## src/logic/ajt_params.svh

```systemverilog
// Constants for the axis jog traverse control block
`ifndef AJT_PARAMS_SVH
`define AJT_PARAMS_SVH

// ----------------------------------------------------------------
// Select byte field positions
// ----------------------------------------------------------------
`define AJT_SEL_STEP_ONE          0
`define AJT_SEL_STEP_TEN          1
`define AJT_SEL_STEP_HUNDRED      2
`define AJT_SEL_STEP_THOUSAND     3
`define AJT_SEL_STEP_TEN_THOUSAND 4
`define AJT_SEL_STEP_VARIABLE     5
`define AJT_SEL_CONTINUOUS        6
`define AJT_STEP_SEL_LSB          0
`define AJT_STEP_SEL_MSB          5

// ----------------------------------------------------------------
// Reset values and alarm code
// ----------------------------------------------------------------
`define AJT_SELECT_RESET          8'h00
`define AJT_FEEDBACK_RESET        8'h00
`define AJT_ALARM_GEO_BUSY        16'd20062

`endif

```

## src/logic/ajt_pkg.sv

```systemverilog
// Types shared by the axis jog traverse control block
package ajt_pkg;

    typedef enum logic [1:0]
    {
        AJT_DIR_NONE = 2'h0,
        AJT_DIR_PLUS = 2'h1,
        AJT_DIR_MINUS = 2'h2
    } ajt_dir_type;

    typedef struct packed
    {
        logic plus;
        logic minus;
    } ajt_keys_type;

    typedef struct packed
    {
        logic rise_plus;
        logic rise_minus;
        logic fall_plus;
        logic fall_minus;
    } ajt_edges_type;

endpackage

```

## src/logic/ajt_axis_jog.sv

```systemverilog
// Per-axis manual jog control: key evaluation, increment tracking, feedback
//
// Functional notes
// - Edge-triggered continuous jog starts on a key rise, keeps going after release, stops on the next rise of the same key.
// - Level-triggered incremental jog moves while the key is 1 and pauses if it drops before the end.
// - A paused level-triggered increment resumes when the key returns to 1, as often as needed.
// - Edge-triggered incremental jog starts on a rise; a second rise of the same key cancels it.
// - Plus and minus together give no motion and abort any motion in progress.
// - The per-axis key disable makes the axis ignore its traverse keys.
// - Keys are ignored in automatic and manual data entry modes.
// - An axis already moved as a geometry axis is refused and the alarm 20062 is raised.
// - Exactly one increment is moved per key actuation.
// - Fixed step sizes come from the increment table, the variable step from its own setting.
// - The active function is reported in a feedback byte.
// - More than one select bit set activates no incremental function; with the continuous bit 6 and one step bit set, that step increment still runs.
// - Setting or changing a step select bit 0 to 5 during an increment cancels it; setting the continuous bit 6 does not.
// - Level-triggered continuous jog moves only while the key is 1 and stops at a limit.
// - Level or edge key behaviour is chosen separately for continuous and incremental jog.
`timescale 1ns/10ps
`include "ajt_params.svh"
module ajt_axis_jog
    import ajt_pkg::*;
#(
    parameter int POS_W = 32
)
(
    input  wire logic              sys_clk_i,
    input  wire logic              sys_rst_i,
    input  wire logic              key_plus_i,
    input  wire logic              key_minus_i,
    input  wire logic              traverse_key_disable_i,
    input  wire logic              auto_mode_i,
    input  wire logic              manual_data_entry_mode_i,
    input  wire logic              geo_axis_active_i,
    input  wire logic [7:0]        increment_step_select_i,
    input  wire logic              cont_level_triggered_i,
    input  wire logic              inc_level_triggered_i,
    input  wire logic [POS_W-1:0]  increment_size_table_i [5],
    input  wire logic [POS_W-1:0]  variable_increment_size_i,
    input  wire logic              limit_reached_i,
    input  wire logic              step_done_i,
    output logic                   move_en_o,
    output logic                   move_dir_minus_o,
    output logic [POS_W-1:0]       remaining_o,
    output logic [7:0]             active_function_feedback_o,
    output logic                   alarm_o,
    output logic [15:0]            alarm_code_o
);

    // Elaboration-time refusal of widths the counters cannot serve
    if (POS_W < 16)
    begin
        $error("POS_W too small");
    end

    // ----------------------------------------------------------------
    // State
    // ----------------------------------------------------------------
    typedef enum logic [3:0]
    {
        ST_IDLE   = 4'h1,
        ST_CONT   = 4'h2,
        ST_INC    = 4'h4,
        ST_PAUSE  = 4'h8
    } ajt_state_type;

    ajt_state_type      state;
    ajt_state_type      next_state;
    ajt_dir_type        dir;
    ajt_dir_type        next_dir;
    logic [POS_W-1:0]   remaining;
    logic [POS_W-1:0]   next_remaining;
    logic [5:0]         prev_sel;
    ajt_keys_type       keys;
    ajt_edges_type      edges;

    function automatic logic one_hot6(input logic [5:0] v);
        return (v != 6'h00) && ((v & (v - 6'h01)) == 6'h00);
    endfunction

    // ----------------------------------------------------------------
    // Key gating and edges
    // ----------------------------------------------------------------
    wire keys_blocked = traverse_key_disable_i | auto_mode_i | manual_data_entry_mode_i;
    wire geo_refuse   = geo_axis_active_i & (key_plus_i | key_minus_i) & ~keys_blocked;
    wire keys_ok      = ~keys_blocked & ~geo_axis_active_i;
    assign keys.plus  = keys_ok & key_plus_i;
    assign keys.minus = keys_ok & key_minus_i;

    ajt_key_edge u_key_edge
    (
        .sys_clk_i (sys_clk_i),
        .sys_rst_i (sys_rst_i),
        .keys_i    (keys),
        .edges_o   (edges)
    );

    // ----------------------------------------------------------------
    // Function decode
    // ----------------------------------------------------------------
    wire [5:0] step_sel   = increment_step_select_i[`AJT_STEP_SEL_MSB:`AJT_STEP_SEL_LSB];
    wire       step_valid = one_hot6(step_sel);
    wire       cont_sel   = increment_step_select_i[`AJT_SEL_CONTINUOUS];
    wire       cont_valid = cont_sel & (step_sel == 6'h00);
    wire       sel_change = (step_sel != prev_sel) & (step_sel != 6'h00);
    wire       both_keys  = keys.plus & keys.minus;

    // Fixed steps index the table, the variable step has its own setting
    logic [POS_W-1:0] step_size;
    always_comb
    begin
        step_size = variable_increment_size_i;
        for (int i = 0; i < 5; i++)
        begin
            if (step_sel[i])
                step_size = increment_size_table_i[i];
        end
    end

    wire         key_rise  = edges.rise_plus | edges.rise_minus;
    ajt_dir_type rise_dir;
    assign rise_dir = edges.rise_plus ? AJT_DIR_PLUS : AJT_DIR_MINUS;
    wire         same_rise = (dir == AJT_DIR_PLUS) ? edges.rise_plus : edges.rise_minus;
    wire         dir_key   = (dir == AJT_DIR_PLUS) ? keys.plus : keys.minus;

    // ----------------------------------------------------------------
    // Next-state logic
    // ----------------------------------------------------------------
    always_comb
    begin
        next_state     = state;
        next_dir       = dir;
        next_remaining = remaining;
        case (state)
            ST_IDLE:
            begin
                // No start while a position limit is active, else level jog restarts into it
                if (!both_keys && !limit_reached_i && cont_valid)
                begin
                    if (cont_level_triggered_i && (keys.plus ^ keys.minus))
                    begin
                        next_state = ST_CONT;
                        next_dir   = keys.plus ? AJT_DIR_PLUS : AJT_DIR_MINUS;
                    end
                    else if (!cont_level_triggered_i && key_rise)
                    begin
                        next_state = ST_CONT;
                        next_dir   = rise_dir;
                    end
                end
                else if (!both_keys && !limit_reached_i && step_valid && key_rise)
                begin
                    next_state     = ST_INC;
                    next_dir       = rise_dir;
                    next_remaining = step_size;
                end
            end
            ST_CONT:
            begin
                if (both_keys || !cont_valid || limit_reached_i)
                    next_state = ST_IDLE;
                else if (cont_level_triggered_i && !dir_key)
                    next_state = ST_IDLE;
                else if (!cont_level_triggered_i && same_rise)
                    next_state = ST_IDLE;
            end
            ST_INC, ST_PAUSE:
            begin
                // A unit reported on the pausing edge was still travelled, so it is counted first
                if (state == ST_INC && step_done_i)
                    next_remaining = remaining - POS_W'(1);
                if (both_keys || sel_change || !step_valid || limit_reached_i)
                begin
                    next_state     = ST_IDLE;
                    next_remaining = '0;
                end
                else if (!inc_level_triggered_i && same_rise)
                begin
                    next_state     = ST_IDLE;
                    next_remaining = '0;
                end
                else if (state == ST_INC && step_done_i && remaining == POS_W'(1))
                    next_state = ST_IDLE;
                else if (inc_level_triggered_i && !dir_key)
                    next_state = ST_PAUSE;
                else
                    next_state = ST_INC;
            end
            default:
            begin
                next_state = ST_IDLE;
            end
        endcase
    end

    // ----------------------------------------------------------------
    // Registers
    // ----------------------------------------------------------------
    always_ff @(posedge sys_clk_i)
    begin
        if (sys_rst_i)
        begin
            state     <= ST_IDLE;
            dir       <= AJT_DIR_NONE;
            remaining <= '0;
            prev_sel  <= '0;
        end
        else
        begin
            state     <= next_state;
            dir       <= next_dir;
            remaining <= next_remaining;
            prev_sel  <= step_sel;
        end
    end

    // Outputs registered from the next values so they line up with state
    always_ff @(posedge sys_clk_i)
    begin
        if (sys_rst_i)
        begin
            move_en_o                  <= 1'b0;
            move_dir_minus_o           <= 1'b0;
            remaining_o                <= '0;
            active_function_feedback_o <= `AJT_FEEDBACK_RESET;
            alarm_o                    <= 1'b0;
            alarm_code_o               <= 16'h0000;
        end
        else
        begin
            move_en_o                  <= (next_state == ST_CONT) || (next_state == ST_INC);
            move_dir_minus_o           <= (next_dir == AJT_DIR_MINUS);
            remaining_o                <= next_remaining;
            active_function_feedback_o <= {1'b0, cont_valid, step_valid ? step_sel : 6'h00};
            alarm_o                    <= geo_refuse;
            alarm_code_o               <= geo_refuse ? `AJT_ALARM_GEO_BUSY : 16'h0000;
        end
    end

endmodule

```

## src/logic/ajt_key_edge.sv

```systemverilog
// Edge detector for the plus and minus traverse keys
`timescale 1ns/10ps
module ajt_key_edge
    import ajt_pkg::*;
(
    input  wire logic          sys_clk_i,
    input  wire logic          sys_rst_i,
    input  wire ajt_keys_type  keys_i,
    output ajt_edges_type      edges_o
);

    ajt_keys_type prev_keys;

    // ----------------------------------------------------------------
    // Previous-cycle sample
    // ----------------------------------------------------------------
    always_ff @(posedge sys_clk_i)
    begin
        if (sys_rst_i)
            prev_keys <= '0;
        else
            prev_keys <= keys_i;
    end

    assign edges_o.rise_plus  = keys_i.plus & ~prev_keys.plus;
    assign edges_o.rise_minus = keys_i.minus & ~prev_keys.minus;
    assign edges_o.fall_plus  = ~keys_i.plus & prev_keys.plus;
    assign edges_o.fall_minus = ~keys_i.minus & prev_keys.minus;

endmodule

```

## config.mk

```make
export PLATFORM = sky130hd
export DESIGN_NAME = ajt_axis_jog
export DESIGN_NICKNAME = d
export VERILOG_FILES = /design/src/logic/ajt_pkg.sv /design/src/logic/ajt_axis_jog.sv /design/src/logic/ajt_key_edge.sv
export VERILOG_INCLUDE_DIRS = /design/src /design/src/logic
export SDC_FILE = /design/constraint.sdc
export NUM_CORES = 1
export LEC_CHECK = 0
export ABC_CLOCK_PERIOD_IN_PS = 2310
export BUFFER_PORTS_ARGS = -buffer_cell sky130_fd_sc_hd__buf_4
export CAP_MARGIN = 10
export CORE_MARGIN = 3
export CORE_UTILIZATION = 42
export DETAILED_ROUTE_END_ITERATION = 6
export GPL_TIMING_DRIVEN = 0
export PLACE_DENSITY = 0.79
export SLEW_MARGIN = 25
export SYNTH_ARGS = -nofsm -noshare
export SYNTH_HDL_FRONTEND = slang
export SYNTH_SLANG_ARGS = --single-unit
export TNS_END_PERCENT = 30
```

## constraint.sdc

```tcl
create_clock -name sys_clk_i -period 2.31 [get_ports sys_clk_i]
set_clock_uncertainty 0.15 [all_clocks]
set_input_delay 0.231 -clock sys_clk_i [delete_from_list [all_inputs] [get_ports sys_clk_i]]
set_output_delay 0.231 -clock sys_clk_i [all_outputs]
set_load 0.005 [all_outputs]
```

# Yosys cells after proc, flatten, opt, wreduce, memory -nomap -nowiden
# Index checks and enable logic that the tools add are counted.
word_totals:
  output_inout_bits: 59
  in_bits: 212
  reg_bits: 73
  wordCells: 115
classes:
  n_addsub: 2
  n_eq_ne: 13
  bitwise: 21
  mux: 33
  n_reduce_logical: 33
ops:
  columns: ["cell", "count"]
  rows:
  - ["32-bit 2-to-1 mux", 10]
  - ["32-bit case mux with 2 select lines", 1]
  - ["4-bit 2-to-1 mux", 11]
  - ["32-bit by 1-bit == test with 1-bit output (second input constant)", 1]
  - ["32-bit by 1-bit subtractor with 32-bit output (second input constant)", 1]
  - ["15-bit 2-to-1 mux", 1]
  - ["2-bit 2-to-1 mux", 7]
  - ["1-bit logical AND", 13]
  - ["6-bit zero test", 2]
  - ["4-bit case mux with 3 select lines", 1]
  - ["1-bit bitwise AND", 10]
  - ["4-bit by 2-bit == test with 1-bit output (second input constant)", 2]
  - ["4-bit by 3-bit == test with 1-bit output (second input constant)", 2]
  - ["1-bit zero test", 7]
  - ["6-bit bitwise AND", 1]
  - ["1-bit logical OR", 6]
  - ["6-bit != test", 1]
  - ["6-bit nonzero test", 1]
  - ["6-bit by 1-bit subtractor with 6-bit output (second input constant)", 1]
  - ["1-bit inverter", 5]
  - ["4-bit by 1-bit == test with 1-bit output (second input constant)", 1]
  - ["4-bit == test (second input constant)", 1]
  - ["2-bit != test (second input constant)", 2]
  - ["4-bit != test (second input constant)", 1]
  - ["8 further kinds", 13]

# Depth between registers and ports, before layout
depth:
  word_depth: 15
  depth_mapped: 12
  mapped_depth_nobuf: 11

# Hierarchy
# A second synthesis with hierarchy kept.
hier_totals:
  hier_cells: 667
  area_unflattened_um2: 4933.5
modules_own_cells:
  columns: ["module", "seq_area_each_um2", "n_inst", "cells_each", "area_per_inst_um2"]
  rows:
  - ["ajt_axis_jog", 1081.0, 1, 659, 4855.9]
  - ["ajt_key_edge", 40.0, 1, 8, 77.6]

# Worst setup path before layout
# OpenSTA, ideal clock, no wires.
synth_timing:
  path_type: "input -> register"
  startpoint: "in auto_mode_i"
  endpoint: "reg remaining_o[9]"
  required_time_ns: 2.090
  n_path_buf: 1
  path_slack_ns: -0.134
  path_stages: 12
  setup_time_ns: 0.070
  t_arrival_ns: 2.224
  cell_sequence: "nor4_2 -> nand2_1 -> inv_1 -> ha_1 -> nor2_1 -> o2111ai_1 -> o22ai_4 -> a21oi_2 -> o21bai_4 -> buf_6 -> o21ai_1 -> a21oi_1"
synth_rtl:
  columns: ["element", "line_no", "text"]
  rows:
  - ["from (decl)", "ajt_axis_jog.sv:32", "input wire logic auto_mode_i,"]
  - ["to (signal assigned)", "ajt_axis_jog.sv:233", "remaining_o <= next_remaining;"]
  - ["to (decl)", "ajt_axis_jog.sv:44", "output logic [POS_W-1:0] remaining_o,"]

==> impl_metrics.ini <==
[synthesis]
async_flop_share = 0
synth_top_area_share = 0.224
syn_inst = 677
ys_top_cells_by_area = dfxtp_1 22%, mux2i_1 10%, a21oi_1 6.2%
synth-simple-area-share = 0.243
synth_compound_area_frac = 0.319
yosysSeqAreaShare = 0.224
synth.mux.area_fraction = 0.116
synthXorXnorAreaFrac = 0.0158
ys_dominant_reg_cell = dfxtp_1
synth_edf_count = 0
yosys_warnings = 0
synth_top_family_by_area = compound AO/OA/AOI/OAI gates
avgSynthCellArea_sq_um = 7.39
ys_types = 78
yosysTopAreaCell = dfxtp_1
ys_seq_elements = 56
synthAdderAreaFrac = 0.00750
netlist_area_sq_mm = 0.00500

[detailed_routing]
wl_per_cell_microns = 21.7
drc_errors = 0
first_pass_iters = 6
postRouteAntennaNets = 0
routed_wl_mm = 24.4
drtIter0Drc = 855
vias_per_cell = 6.08
vias = 6822

[worst_setup_path]
endpoint_kind = flip-flop
worstPathRequired_ns = 2.32
arrival_ns = 2.38
cp_cell_sequence = or4_4 > nor3_4 > nand4_1 > buf_6 > nor4_4 > a21oi_1 > a21oi_1 > nor3_1
crit_path_frequent_cell = a21oi_1
crit_path_max_fanout = 5
start_kind = flip-flop
worst-path-buf-inv = 1
crit_family = simple AND/OR/NAND/NOR gates
critical_path_class = flip-flop to flip-flop
r2r_slack_ns = -0.06
cp_slowest_cell = or4_4
slowest_delay_ns = 0.55

[final_layout]
postLayoutCoreUtil = 0.687
area_growth_pct = 58.1
drive_gt1_frac = 0.428
final_common_cell = buf_4
layout_common_cells = 304 x buf_4, 60 x a21oi_1, 59 x nor2_1
final_cell_count_no_fill = 1122
fin_nets = 1193
antenna_cells = 0

[grt]
antenna_found_initial = 0
grt_pass1_wl_mm = 34.1
grt_pass1_vias = 6027
grt_max_degree = 19
gr-total-overflow = 0
track_usage = 0.331

[sta]
fmax_mhz = 422
layout_setup_ws_ns = -0.0604
finalSetupTns_ns = -0.186
fin_crit_ns = 2.37
period_share = 1.03
hold_violations = 0
worst_pin_slew_ns = 0.704
slew_violations = 0
rsz0062_at_grt = yes
setup_viol = 5
max_slew_margin = 0.531

[power]
power.switching_uw = 790
pwr-share-comb = 0.317
p_seq_frac = 0.376
leakage_nw = 3.56
swShare = 0.304
total_power_mw = 2.60
p_per_area_mw_per_mm2 = 329
ir_drop_mv = 0.283
clockPowerShare = 0.307
p_int_mw = 1.81

[status]
violations = negative setup slack
status = finished with violations

[floorplanning]
die_y_microns = 115
start_util = 0.434
dieArea_sq_mm = 0.0133
top_level_ports = 271
fp.dieW_microns = 115
core-area_sq_mm = 0.0115
core.rowCount = 39

[cts]
htree_levels = 2
path_clk_slew_ns = 0.08
cts_made_buffers = 5
cts_tree = yes
cts.sinks = 56
worstSkewPairLatency_ns = 0.30
cts_root_buf = clkbuf_16
clockBufferDepth = 2

[hold_path]
worstHoldPathType = input port to flip-flop

[placed_design]
dp_cells = 1084
io_buffers = 257
gp_congestion = 1.01
dp_hpwl_mm = 19.0

[job]
maxCapViolCount = 0
## power by group through the flow
stage	Sequential [mW]	Combinational [mW]	Clock, mW
final	0.978	0.823	0.798
after CTS	0.980	0.782	0.795
after floorplan	1.00	0.352	0
after global routing	0.979	0.871	0.825
after global placement	1.00	0.759	0
after detailed placement	1.00	0.767	0
## final timing paths
kind | startpoint | end | depth (start not counted)
worst max-delay path | remaining_o[18] | state[2] | 8
worst min-delay path | inc_level_triggered_i | state[3] | 3
worst max register to register | remaining_o[18] | state[2] | 8
worst min register to register | remaining_o[30] | remaining_o[30] | 2
## area by class of cell
class	count	area, sq um
fill	997	3610
clock buffer	5	125
clock inverter	3	22.5
tap	143	179
sequential	56	1140
buffer	61	359
inverter	11	41.3
timing repair buffer	289	2200
multi-input combinational	554	3840
## stage by stage
stage	hold WS (ns)	setup WS (ns)	instance area, sq um
final	0.0406	-0.0604	7910
after global routing	0.0636	-0.202	7910
after CTS	0.0453	-0.0344	7550
after detailed placement	0.290	-0.535	7160
after global placement	0.288	-0.629	7160
after floorplan	0.157	0.0509	5050
## per-layer routing
metal | share of wire | vias to the layer above | wire length [microns] | GRT usage
met2 | 0.46 | 457 | 11300 | 0.521
met3 | 0.12 | 66 | 2920 | 0.0800
li1 | - | 3128 | - | -
met4 | 0.034 | 0 | 826 | 0.0994
met5 | 0 | - | 0 | 0
met1 | 0.38 | 3171 | 9320 | 0.449
## cells by family after synthesis
family | after synthesis
xor gates and xnor gates | 9
muxes | 57
other | 1
buffers and inverters | 75
DFF | 56
and+or+nand+nor | 232
adders and majority gates | 3
AOI/OAI and AO/OA | 244
## repair_timing
item                                   4_1_cts  5_1_grt
setup endpoints to repair                   37       36
endpoints found under the hold margin        1        0
cloned                                       0        3
hold buffers                                 2        0
gates resized for setup                     41       56
setup buffers                               11       17
pin swaps                                    9       22
## worst reg2reg max path, delay by kind of cell, from the launching register on
family                 cells  cell delay (ns)
AND/OR/NAND/NOR            5             1.30
AO/OA/AOI/OAI              2             0.26
buffers and inverters      1             0.17
flip-flops                 1             0.37
## cells in the mapped netlist (all sizes together) (9+ instances only)
master	n
nand2	51
o22ai	9
dfxtp	56
clkbuf	32
mux2i	51
buf	32
inv	10
nor2	68
nor4	14
nor3	22
a31oi	9
nand3	26
o211ai	14
o21ai	78
o21a	12
a21oi	63
## registers in the layout, indices dropped and copies added (netlist names)
name / count
active_function_feedback_o: 7
state: 4
dir: 2
move_dir_minus_o: 1
remaining_o: 32
alarm_code_o: 1
prev_sel: 6
u_key_edge.prev_keys: 2
move_en_o: 1
No activity file was read; power rests on OpenSTA's default activity.
